--- src/rtl/wcaac_pkg.sv ---
`default_nettype none
package wcaac_pkg;

	localparam int ADDR_W = 12;
	localparam int DATA_W = 32;

	// Identify offsets are byte indices; each one takes a whole bus word
	localparam logic [ADDR_W-1:0] IDX_VOLATILE_CACHE_ATTR = 12'h20d;
	localparam logic [ADDR_W-1:0] IDX_NORMAL_ATOMIC_UNIT = 12'h20e;
	localparam logic [ADDR_W-1:0] IDX_POWERFAIL_ATOMIC_UNIT = 12'h210;
	localparam logic [ADDR_W-1:0] ADDR_VOLATILE_CACHE_ATTR =
		{IDX_VOLATILE_CACHE_ATTR[ADDR_W-3:0], 2'b00};
	localparam logic [ADDR_W-1:0] ADDR_NORMAL_ATOMIC_UNIT =
		{IDX_NORMAL_ATOMIC_UNIT[ADDR_W-3:0], 2'b00};
	localparam logic [ADDR_W-1:0] ADDR_POWERFAIL_ATOMIC_UNIT =
		{IDX_POWERFAIL_ATOMIC_UNIT[ADDR_W-3:0], 2'b00};

	// Command and namespace registers
	localparam logic [ADDR_W-1:0] ADDR_CMD = 12'h000;
	localparam logic [ADDR_W-1:0] ADDR_STATUS = 12'h004;
	localparam logic [ADDR_W-1:0] ADDR_NS_SEL = 12'h008;
	localparam logic [ADDR_W-1:0] ADDR_NS_NORMAL = 12'h00c;
	localparam logic [ADDR_W-1:0] ADDR_NS_POWERFAIL = 12'h010;

	localparam int CACHE_PRESENT_BIT = 0;

	// 256 blocks of 512 bytes gives 128KB; both values are zero-based
	localparam logic [15:0] NORMAL_ATOMIC_VALUE = 16'h00ff;
	localparam logic [15:0] POWERFAIL_ATOMIC_VALUE = 16'h0007;
	localparam logic [15:0] POWERFAIL_ATOMIC_REPORTED =
		(POWERFAIL_ATOMIC_VALUE > NORMAL_ATOMIC_VALUE) ?
		NORMAL_ATOMIC_VALUE : POWERFAIL_ATOMIC_VALUE;

	localparam int NS_COUNT = 4;
	localparam int NS_IDX_W = 2;
	localparam logic [15:0] NS_UNIT_RESET = 16'h0000;

	localparam logic [7:0] OP_FLUSH = 8'h00;
	localparam logic [7:0] OP_WRITE = 8'h01;
	localparam logic [7:0] OP_READ = 8'h02;
	localparam logic [7:0] OP_SET_FEATURES = 8'h09;
	localparam logic [7:0] OP_GET_FEATURES = 8'h0a;
	localparam logic [7:0] FID_VOLATILE_CACHE = 8'h06;

	localparam logic [7:0] SC_SUCCESS = 8'h00;
	localparam logic [7:0] SC_INVALID_OPCODE = 8'h01;
	localparam logic [7:0] SC_INVALID_FIELD = 8'h02;

	// Status word layout
	localparam int ST_BUSY = 0;
	localparam int ST_DONE = 1;
	localparam int ST_SC_LSB = 8;
	localparam int ST_ATOMIC = 16;
	localparam int ST_PF_SAFE = 17;
	localparam int ST_FEAT_VAL = 18;
	localparam int ST_CACHE_EN = 19;

	typedef struct packed {
		logic [15:0] nlb;
		logic [7:0] fid;
		logic [7:0] opcode;
	} wcaac_cmd_type;

	typedef struct packed {
		logic [7:0] status;
		logic atomic;
		logic pf_safe;
		logic feat_val;
	} wcaac_res_type;

	typedef enum logic [1:0] {
		S_IDLE,
		S_EVAL,
		S_FLUSH
	} wcaac_state_type;

endpackage
`default_nettype wire

--- src/rtl/wcaac_cmd_eval.sv ---
`default_nettype none
module wcaac_cmd_eval (
	input wire wcaac_pkg::wcaac_cmd_type cmd,
	input wire logic cache_present,
	input wire logic cache_en,
	input wire logic [15:0] eff_normal,
	input wire logic [15:0] eff_powerfail,
	output wcaac_pkg::wcaac_res_type res,
	output logic flush_go,
	output logic en_load,
	output logic en_val
);
	import wcaac_pkg::*;

	always_comb
	begin
		res = '0;
		res.status = SC_SUCCESS;
		flush_go = 1'b0;
		en_load = 1'b0;
		en_val = cache_en;
		case (cmd.opcode)
			OP_FLUSH:
			begin
				// Without a cache this completes at once with no effect
				flush_go = cache_present & cache_en;
			end
			OP_WRITE:
			begin
				// Both sides zero-based: nlb <= unit means N+1 blocks fit
				res.atomic = (cmd.nlb <= eff_normal);
				// All-ones unit makes every length atomic
				res.pf_safe = (cmd.nlb <= eff_powerfail);
				// pf_safe set: failure keeps old blocks
			end
			OP_READ:
			begin
				res.status = SC_SUCCESS;
			end
			OP_SET_FEATURES:
			begin
				if (cmd.fid != FID_VOLATILE_CACHE || !cache_present)
					res.status = SC_INVALID_FIELD;
				else
				begin
					en_load = 1'b1;
					en_val = cmd.nlb[0];
				end
			end
			OP_GET_FEATURES:
			begin
				if (cmd.fid != FID_VOLATILE_CACHE || !cache_present)
					res.status = SC_INVALID_FIELD;
				else
					res.feat_val = cache_en;
			end
			default:
			begin
				res.status = SC_INVALID_OPCODE;
			end
		endcase
	end

endmodule
`default_nettype wire

--- src/rtl/wcaac_top.sv ---
`default_nettype none
module wcaac_top (
	input wire logic pclk,
	input wire logic presetn,
	input wire logic psel,
	input wire logic penable,
	input wire logic pwrite,
	input wire logic [wcaac_pkg::ADDR_W-1:0] paddr,
	input wire logic [wcaac_pkg::DATA_W-1:0] pwdata,
	output logic [wcaac_pkg::DATA_W-1:0] prdata,
	output logic pready,
	output logic pslverr,
	input wire logic cache_present_strap,
	input wire logic flush_done,
	output logic flush_req,
	output logic cache_enable
);
	import wcaac_pkg::*;

	wcaac_state_type state_q, state_d;
	wcaac_cmd_type cmd_q, cmd_d;
	wcaac_res_type res_q, res_d;
	wcaac_res_type eval_res;
	logic done_q, done_d;
	logic cache_en_q, cache_en_d;
	logic present_q, present_d;
	logic strap_taken_q, strap_taken_d;
	logic flush_req_q, flush_req_d;
	logic [NS_IDX_W-1:0] ns_sel_q, ns_sel_d;
	logic [DATA_W-1:0] prdata_q, prdata_d;
	logic [15:0] ns_normal_q [NS_COUNT];
	logic [15:0] ns_pf_q [NS_COUNT];
	logic [15:0] eff_normal, eff_powerfail, ns_normal_cur, ns_pf_cur;
	logic flush_go, en_load, en_val;
	logic wr_acc, rd_setup, addr_hit, cmd_wr;

	assign wr_acc = psel & penable & pwrite;
	assign rd_setup = psel & ~penable & ~pwrite;
	assign cmd_wr = wr_acc & (paddr == ADDR_CMD);

	// Zero wait states: every access finishes in its first access cycle
	assign pready = 1'b1;

	always_comb
	begin
		case (paddr)
			ADDR_VOLATILE_CACHE_ATTR, ADDR_NORMAL_ATOMIC_UNIT,
			ADDR_POWERFAIL_ATOMIC_UNIT, ADDR_CMD, ADDR_STATUS,
			ADDR_NS_SEL, ADDR_NS_NORMAL, ADDR_NS_POWERFAIL:
				addr_hit = 1'b1;
			default:
				addr_hit = 1'b0;
		endcase
	end

	assign pslverr = psel & penable & ~addr_hit;
	assign prdata = prdata_q;
	assign flush_req = flush_req_q;
	assign cache_enable = cache_en_q;

	assign ns_normal_cur = ns_normal_q[ns_sel_q];
	assign ns_pf_cur = ns_pf_q[ns_sel_q];

	// A namespace can only widen the controller-wide guarantee
	always_comb
	begin
		eff_normal = (ns_normal_cur > NORMAL_ATOMIC_VALUE) ?
			ns_normal_cur : NORMAL_ATOMIC_VALUE;
		eff_powerfail = (ns_pf_cur > POWERFAIL_ATOMIC_REPORTED) ?
			ns_pf_cur : POWERFAIL_ATOMIC_REPORTED;
		// Power-fail unit may not outgrow the normal unit
		if (eff_powerfail > eff_normal)
			eff_powerfail = eff_normal;
	end

	wcaac_cmd_eval u_eval (
		.cmd(cmd_q),
		.cache_present(present_q),
		.cache_en(cache_en_q),
		.eff_normal(eff_normal),
		.eff_powerfail(eff_powerfail),
		.res(eval_res),
		.flush_go(flush_go),
		.en_load(en_load),
		.en_val(en_val)
	);

	// Command sequencer
	always_comb
	begin
		state_d = state_q;
		cmd_d = cmd_q;
		res_d = res_q;
		done_d = done_q;
		cache_en_d = cache_en_q;
		flush_req_d = flush_req_q;
		case (state_q)
			S_IDLE:
			begin
				// Writes to the command word while busy are dropped
				if (cmd_wr)
				begin
					cmd_d = wcaac_cmd_type'(pwdata);
					done_d = 1'b0;
					state_d = S_EVAL;
				end
			end
			S_EVAL:
			begin
				res_d = eval_res;
				if (en_load)
					cache_en_d = en_val;
				if (flush_go)
				begin
					flush_req_d = 1'b1;
					state_d = S_FLUSH;
				end
				else
				begin
					done_d = 1'b1;
					state_d = S_IDLE;
				end
			end
			S_FLUSH:
			begin
				if (flush_done)
				begin
					flush_req_d = 1'b0;
					done_d = 1'b1;
					state_d = S_IDLE;
				end
			end
			default:
			begin
				flush_req_d = 1'b0;
				state_d = S_IDLE;
			end
		endcase
	end

	always_ff @(posedge pclk or negedge presetn)
	begin
		if (!presetn)
		begin
			state_q <= S_IDLE;
			cmd_q <= '0;
			res_q <= '0;
			done_q <= 1'b0;
			cache_en_q <= 1'b0;
			flush_req_q <= 1'b0;
		end
		else
		begin
			state_q <= state_d;
			cmd_q <= cmd_d;
			res_q <= res_d;
			done_q <= done_d;
			cache_en_q <= cache_en_d;
			flush_req_q <= flush_req_d;
		end
	end

	// Presence strap is caught once, on the first edge after reset release
	always_comb
	begin
		present_d = present_q;
		strap_taken_d = 1'b1;
		if (!strap_taken_q)
			present_d = cache_present_strap;
	end

	always_ff @(posedge pclk or negedge presetn)
	begin
		if (!presetn)
		begin
			present_q <= 1'b0;
			strap_taken_q <= 1'b0;
		end
		else
		begin
			present_q <= present_d;
			strap_taken_q <= strap_taken_d;
		end
	end

	// Namespace select and per-namespace atomic units
	always_comb
	begin
		ns_sel_d = ns_sel_q;
		if (wr_acc && paddr == ADDR_NS_SEL)
			ns_sel_d = pwdata[NS_IDX_W-1:0];
	end

	always_ff @(posedge pclk or negedge presetn)
	begin
		if (!presetn)
			ns_sel_q <= '0;
		else
			ns_sel_q <= ns_sel_d;
	end

	for (genvar g = 0; g < NS_COUNT; g++)
	begin : g_ns
		logic [15:0] norm_d, pf_d;
		logic sel;
		assign sel = (ns_sel_q == NS_IDX_W'(g));
		always_comb
		begin
			norm_d = ns_normal_q[g];
			pf_d = ns_pf_q[g];
			if (wr_acc && sel && paddr == ADDR_NS_NORMAL)
				norm_d = pwdata[15:0];
			if (wr_acc && sel && paddr == ADDR_NS_POWERFAIL)
				pf_d = pwdata[15:0];
		end
		always_ff @(posedge pclk or negedge presetn)
		begin
			if (!presetn)
			begin
				ns_normal_q[g] <= NS_UNIT_RESET;
				ns_pf_q[g] <= NS_UNIT_RESET;
			end
			else
			begin
				ns_normal_q[g] <= norm_d;
				ns_pf_q[g] <= pf_d;
			end
		end
	end

	// Read data is captured in the setup cycle so it is a flop output
	always_comb
	begin
		prdata_d = prdata_q;
		if (rd_setup)
		begin
			prdata_d = '0;
			case (paddr)
				ADDR_VOLATILE_CACHE_ATTR:
					prdata_d[CACHE_PRESENT_BIT] = present_q;
				ADDR_NORMAL_ATOMIC_UNIT:
					prdata_d[15:0] = NORMAL_ATOMIC_VALUE;
				ADDR_POWERFAIL_ATOMIC_UNIT:
					prdata_d[15:0] = POWERFAIL_ATOMIC_REPORTED;
				ADDR_CMD:
					prdata_d = cmd_q;
				ADDR_STATUS:
				begin
					prdata_d[ST_BUSY] = (state_q != S_IDLE);
					prdata_d[ST_DONE] = done_q;
					prdata_d[ST_SC_LSB +: 8] = res_q.status;
					prdata_d[ST_ATOMIC] = res_q.atomic;
					prdata_d[ST_PF_SAFE] = res_q.pf_safe;
					prdata_d[ST_FEAT_VAL] = res_q.feat_val;
					prdata_d[ST_CACHE_EN] = cache_en_q;
				end
				ADDR_NS_SEL:
					prdata_d[NS_IDX_W-1:0] = ns_sel_q;
				ADDR_NS_NORMAL:
					prdata_d[15:0] = ns_normal_cur;
				ADDR_NS_POWERFAIL:
					prdata_d[15:0] = ns_pf_cur;
				default:
					prdata_d = '0;
			endcase
		end
	end

	always_ff @(posedge pclk or negedge presetn)
	begin
		if (!presetn)
			prdata_q <= '0;
		else
			prdata_q <= prdata_d;
	end

endmodule
`default_nettype wire

--- config.mk ---
export PLATFORM = sky130hd
export DESIGN_NAME = wcaac_top
export DESIGN_NICKNAME = d
export VERILOG_FILES = /design/src/rtl/wcaac_pkg.sv /design/src/rtl/wcaac_cmd_eval.sv /design/src/rtl/wcaac_top.sv
export SDC_FILE = /design/constraint.sdc
export NUM_CORES = 1
export LEC_CHECK = 0
export BUFFER_PORTS_ARGS = -buffer_cell sky130_fd_sc_hd__buf_2
export CORE_ASPECT_RATIO = 0.5
export CORE_UTILIZATION = 35
export CTS_CLUSTER_SIZE = 12
export DETAILED_ROUTE_END_ITERATION = 16
export MAX_ROUTING_LAYER = met4
export PLACE_DENSITY = 0.54
export SYNTH_ARGS = -nofsm -noshare
export SYNTH_HDL_FRONTEND = slang
export SYNTH_SLANG_ARGS = --single-unit
--- constraint.sdc ---
create_clock -name pclk -period 6.43 [get_ports pclk]
set_input_delay 0.643 -clock pclk [delete_from_list [all_inputs] [get_ports pclk]]
set_output_delay 0.643 -clock pclk [all_outputs]
set_load 0.005 [all_outputs]
# == Word-level counts from Yosys, hierarchy flattened ==
# Cells that the tools add are included.
# totals
reg_bits,212
input_bits,51
out_inout_bits,36
# op_classes
order_cmp,6
n_eq_ne,21
n_mux,35
bitwise,13
reduce_logical,30
# ops
op,n
two-way mux 16 bit,7
binary-select mux 16 bit (select 2 bit),2
equality test 12 bit (second input constant),3
<= comparator 16 bit,2
one-hot mux 8 bit (4 select lines),1
one-hot mux 6 bit (5 select lines),1
equality test 12 x 4 -> 1 bit (second input constant),2
equality test 8 x 4 -> 1 bit (second input constant),2
> comparator 16 bit,1
> comparator 16 x 3 -> 1 bit (second input constant),1
> comparator 16 x 8 -> 1 bit (second input constant),1
one-hot mux 8 bit (2 select lines),1
logical AND 1 bit,13
equality test 12 x 3 -> 1 bit (second input constant),1
equality test 12 x 5 -> 1 bit (second input constant),1
logical NOT 12 bit,1
two-way mux 12 bit,1
two-way mux 1 bit,11
two-way mux 2 bit,5
equality test 8 x 1 -> 1 bit (second input constant),1
equality test 8 x 2 -> 1 bit (second input constant),1
logical NOT 8 bit,1
inequality test 2 bit (second input constant),4
inequality test 8 x 3 -> 1 bit (second input constant),1
other kinds (22),40

# == Logic depth before layout (Yosys ltp) ==
# logic_depth
depth_word,10
ltp_mapped,22
ltp_nobuf,20

# == By module ==
# From an unflattened synthesis, not the netlist that was laid out.
# hier_totals
cells_unflattened,888
hier_area_um2,11008.1
# modules_own_cells
mod,instances,cells_each,area_per_inst_um2,seq_area_each_um2
wcaac_top,1,749,10003.3,5305.1
wcaac_cmd_eval,1,139,1004.7,0.0

# == Worst setup path before layout ==
# Ideal clock, no wire load.
# synth_path
kind,reg2reg
start,register ns_sel_q[0]
end,register res_q[1] (netlist name)
t_arrival_ps,5020
slack_ps,1299
path_stages_with_launch,23
period_less_slack_ps,5131
path_cell_list,dfrtp_1 -> buf_4 -> buf_4 -> mux4_2 -> inv_1 -> nand4_1 -> nor2_1 -> or2_2 -> inv_1 -> ha_1 -> a21o_1 -> a21oi_1 -> nor2b_1 -> o31ai_1 -> a21oi_1 -> clkbuf_1 -> mux2i_1 -> ha_1 -> a21o_1 -> a21oi_1 -> nor2b_1 -> o31a_1 -> o41ai_1
# synth_via
elab_chain_len,10
# synth_rtl
item,line_no,source
"start, declared",wcaac_top.sv:29,"logic [NS_IDX_W-1:0] ns_sel_q, ns_sel_d;"
"start signal, assigned",wcaac_top.sv:199,ns_sel_q <= ns_sel_d;
inverter 2 -> 3 bit (not written as such) *,"wcaac_top.sv:61, wcaac_top.sv:62",
"binary-select mux 16 bit (select 2 bit), on equally long branches","wcaac_top.sv:62, wcaac_top.sv:61",
"two-way mux 16 bit, on equally long branches (2 in series)","wcaac_top.sv:62, wcaac_top.sv:61",
> comparator 16 x 3 -> 1 bit / > comparator 16 x 8 -> 1 bit (equally long branches),"wcaac_top.sv:69, wcaac_top.sv:67",
"two-way mux 16 bit, on equally long branches","wcaac_top.sv:69, wcaac_top.sv:67",
> comparator 16 bit,wcaac_top.sv:72,if (eff_powerfail > eff_normal)
two-way mux 16 bit *,wcaac_top.sv:72,
<= comparator 16 bit *,wcaac_cmd_eval.sv:33,res.pf_safe = (cmd.nlb <= eff_powerfail);
two-way mux 2 bit *,wcaac_cmd_eval.sv:22,case (cmd.opcode)
"end signal, assigned",wcaac_top.sv:156,res_q <= res_d;
"end, declared",wcaac_top.sv:22,"wcaac_res_type res_q, res_d;"
# Mark *: on every way between the ends. The rest lies on a longest branch, timed or not. The select of a mux whose other input is x is not followed.
# A chain may end at the register's enable or synchronous reset.

# == Final worst setup path ==
# Same ends and word-level chain as after synthesis.

==> results_dict.tcl <==
set metrics [dict create \
    grt_use_total_pct 19.51 \
    finalNetCount 1019 \
    crit_buf_inv 2 \
    grt_setup_unrepaired "false" \
    setup_slack_ns 0.3995 \
    drt_wl_total_um 28530 \
    die_area_um2 31040 \
    place_hpwl_um 20110 \
    startpoint "ns_sel_q[0]" \
    grt.overflow.total 0 \
    power_frac_seq_pct 49.6 \
    clock-root-buffer "clkbuf_16" \
    crit_cells 21 \
    cap_violations 0 \
    period_needed_ns 6.031 \
    crit_required_ns 6.85 \
    num_io_pins 87 \
    regToRegStartpoint "ns_sel_q[0]" \
    initial_core_util_pct 36.07 \
    combinationalPowerShare_pct 3.6 \
    fin_hold_ws_ns 0.2630 \
    ys.flop_type "dfrtp_1" \
    async_flop_share_pct 100.0 \
    hold_class "input pin to asynchronous set/reset pin" \
    portBuffers 85 \
    cp_cell_sequence "buf_4, mux4_2, nor4_1, nand2_1, nor4_1, nor2_1, inv_1, ha_1, nor2b_1, o211ai_1, a21oi_1, o31ai_1, a21oi_2, mux2_2, ha_1, nor2b_1, o21a_1, o21ai_0, a21oi_1, o31a_1, o41ai_1" \
    dr.pass1.iters 5 \
    syn_area_per_cell_um2 12.68 \
    cts_buffer_depth 3 \
    grt_pass1_vias 7273 \
    rr_endpoint "res_q[1]" \
    area_growth_pct 14.32 \
    fp.dieW_um 248.2 \
    place_ws_ns 0.4062 \
    num_vias 7232 \
    cp_top_family "compound AO/OA/AOI/OAI gates" \
    fin_util_pct 41.24 \
    ys_seq_area_share_pct 48.61 \
    crit_slowest_cell "a21oi_2" \
    slew_headroom_pct 21.88 \
    hold_buffers 0 \
    ff2ff_setup_slack_ns 0.40 \
    yosys.area.top_type "dfrtp_1" \
    grt_pass1_wl_um 44520 \
    slew_viol_final 0 \
    crit_fanout 16 \
    synth_cell_type_count 60 \
    tritoncts "done" \
    core_um2 29400 \
    path_class "flop to flop" \
    worstMarginPinSlew_ns 1.172 \
    ys_top_cells_by_area "dfrtp_1, mux2_2, mux4_2" \
    max_freq_ghz 0.1658 \
    setup_violations 0 \
    floorplan.rows 44 \
    finalHoldViolCount 0 \
    detail-route-antenna-nets 0 \
    finalCritPeriodShare_pct 93.79 \
    power.density_nw_per_um2 217.3 \
    crit_arrival_ns 6.45 \
    switching_power_uw 605.4 \
    startpoint_type "flop" \
    clkPwrFrac_pct 46.8 \
    cts_buffers 22 \
    power.internal_uw 2029 \
    drive_above_1_share_pct 36.60 \
    total_power_uw 2634 \
    r2r_cells 21 \
    critPathMaxStageDelay_ns 0.87 \
    ctsResizeCount 0 \
    n_antenna_cell 0 \
    htreeDepth 1 \
    post_cts_buffers 0 \
    routedWlPerCell_um 21.61 \
    drt_iter0_drc 500 \
    switching_share_pct 22.98 \
    grt_start_max_net_pins 127 \
    irDropWorstVdd_mv 0.1529 \
    endpoint "res_q[1]" \
    p_leak_uw 0.006030 \
    end_kind "flop" \
    cts.sinks 206 \
    synth-edff-count 0 \
    netlist.area_leader.share_pct 48.61 \
    dieHeight_um 125.1 \
    run_status "finished clean" \
    clock_latency_ns 0.54 \
    final.setup.tns_ns 0 \
    drc 0 \
    synth-seq-cells 206 \
    syn-cell-area_um2 10600 \
    viasPerCell 5.479 \
    syn_inst 836 \
    yosys_warnings 0 \
    routabilityCongestion 0.9160 \
    finClkSkew_ns 0.01334 \
    antenna_found_initial 0 \
    clk_pin_slew_ns 0.07 \
]
-- power by group through the flow --
stage	clock, uW	sequential, uW	combinational, uW
after floorplan	0	1330	27.6
after global placement	0	1330	95.6
after detailed placement	0	1330	97.0
after CTS	1260	1310	97.1
after global routing	1320	1310	107
final	1230	1310	94.7
-- cells in the mapped netlist (3+ instances only) --
master	count
mux4_2	32
inv_1	26
o41ai_1	3
nand4_1	19
mux2_1	3
or3_1	3
buf_4	4
or2_2	7
a21o_1	12
nand3_1	18
buf_6	4
clkbuf_1	12
a31oi_1	4
mux2i_1	14
nor4_1	6
nor3_1	11
nor2b_1	9
a22oi_1	6
nor2_1	31
nand2_1	69
and2_1	3
buf_2	14
a221oi_1	6
buf_1	7
a222oi_1	8
dfrtp_1	206
a21oi_1	22
o21ai_0	21
ha_1	51
mux2_2	155
mux2_4	10
-- worst min-delay path by stage --
| stage | to |
|---|---|
| global placement | prdata[28] |
| CTS | ns_pf_q[29] |
| finish | ns_pf_q[13] |
| floorplan | cache_enable |
| global route | ns_pf_q[13] |
| detailed placement | prdata[23] |
-- cell type report --
cell class	instances	area (um2)
clock buffer	33	611.8
clock inverter	3	68.82
fill	2785	17280
inverter	26	97.59
multi-input combinational	564	5162
sequential	206	5156
tap	391	489.2
timing repair buffer	97	536.8
-- metrics by stage --
step | cell area (um2) | cells
after floorplan | 10610 | 837
after global placement | 11440 | 1284
after global routing | 12120 | 1320
after detailed placement | 11440 | 1284
after CTS | 12120 | 1320
final | 12120 | 1320
-- cells in the final DEF, fill, tap and decap left out, types with 7 or more instances in the layout --
cell type / instances
o21ai_0: 21
a21o_1: 12
inv_1: 26
a21oi_1: 21
nor2b_1: 9
nand4_1: 19
nand2_1: 69
mux2_2: 155
mux2_4: 10
dfrtp_1: 205
buf_2: 84
nor3_1: 11
nand3_1: 18
buf_4: 11
a222oi_1: 8
ha_1: 51
mux4_2: 32
or2_2: 7
mux2i_1: 14
clkbuf_1: 9
clkbuf_16: 22
nor2_1: 31
-- registers in the layout, summed over array words and instances (netlist names) --
signal         count
ns_sel_q           2
prdata            32
ns_pf_q           64
present_q          1
cmd_q             32
cache_enable       1
res_q              5
ns_normal_q       64
state_q            2
done_q             1
flush_req          1
strap_taken_q      1
-- worst register-to-register path: stages, from the launching register on --
cell,delay (ns)
dfrtp_2,0.60
buf_4,0.30
mux4_2,0.66
nor4_1,0.28
nand2_1,0.09
nor4_1,0.44
nor2_1,0.15
inv_1,0.09
ha_1,0.14
nor2b_1,0.12
o211ai_1,0.08
a21oi_1,0.13
o31ai_1,0.09
a21oi_2,0.87
mux2_2,0.44
ha_1,0.29
nor2b_1,0.13
o21a_1,0.15
o21ai_0,0.14
a21oi_1,0.09
o31a_1,0.28
o41ai_1,0.35
-- kinds of logic (layout without fill, tap and decap cells) --
family / count (synthesis) / after routing / synth area share [%]
DFF: 206 / 206 / 48.61
buffers and inverters: 67 / 159 / 2.962
adders and majority gates: 51 / 51 / 6.018
AOI/OAI and AO/OA: 99 / 99 / 6.325
and+or+nand+nor: 197 / 197 / 9.652
other: 1 / 2 / 0.03536
muxes: 214 / 214 / 26.31
xor gates and xnor gates: 1 / 1 / 0.08261
-- routing by layer --
layer  track usage (%)  share of wire [%]
met1             29.59                 51
met2             27.41                 42
met3             3.371                5.1
met4             3.085                1.2
met5                 -                  0
Note: power is estimated with default switching activity, not from simulation.
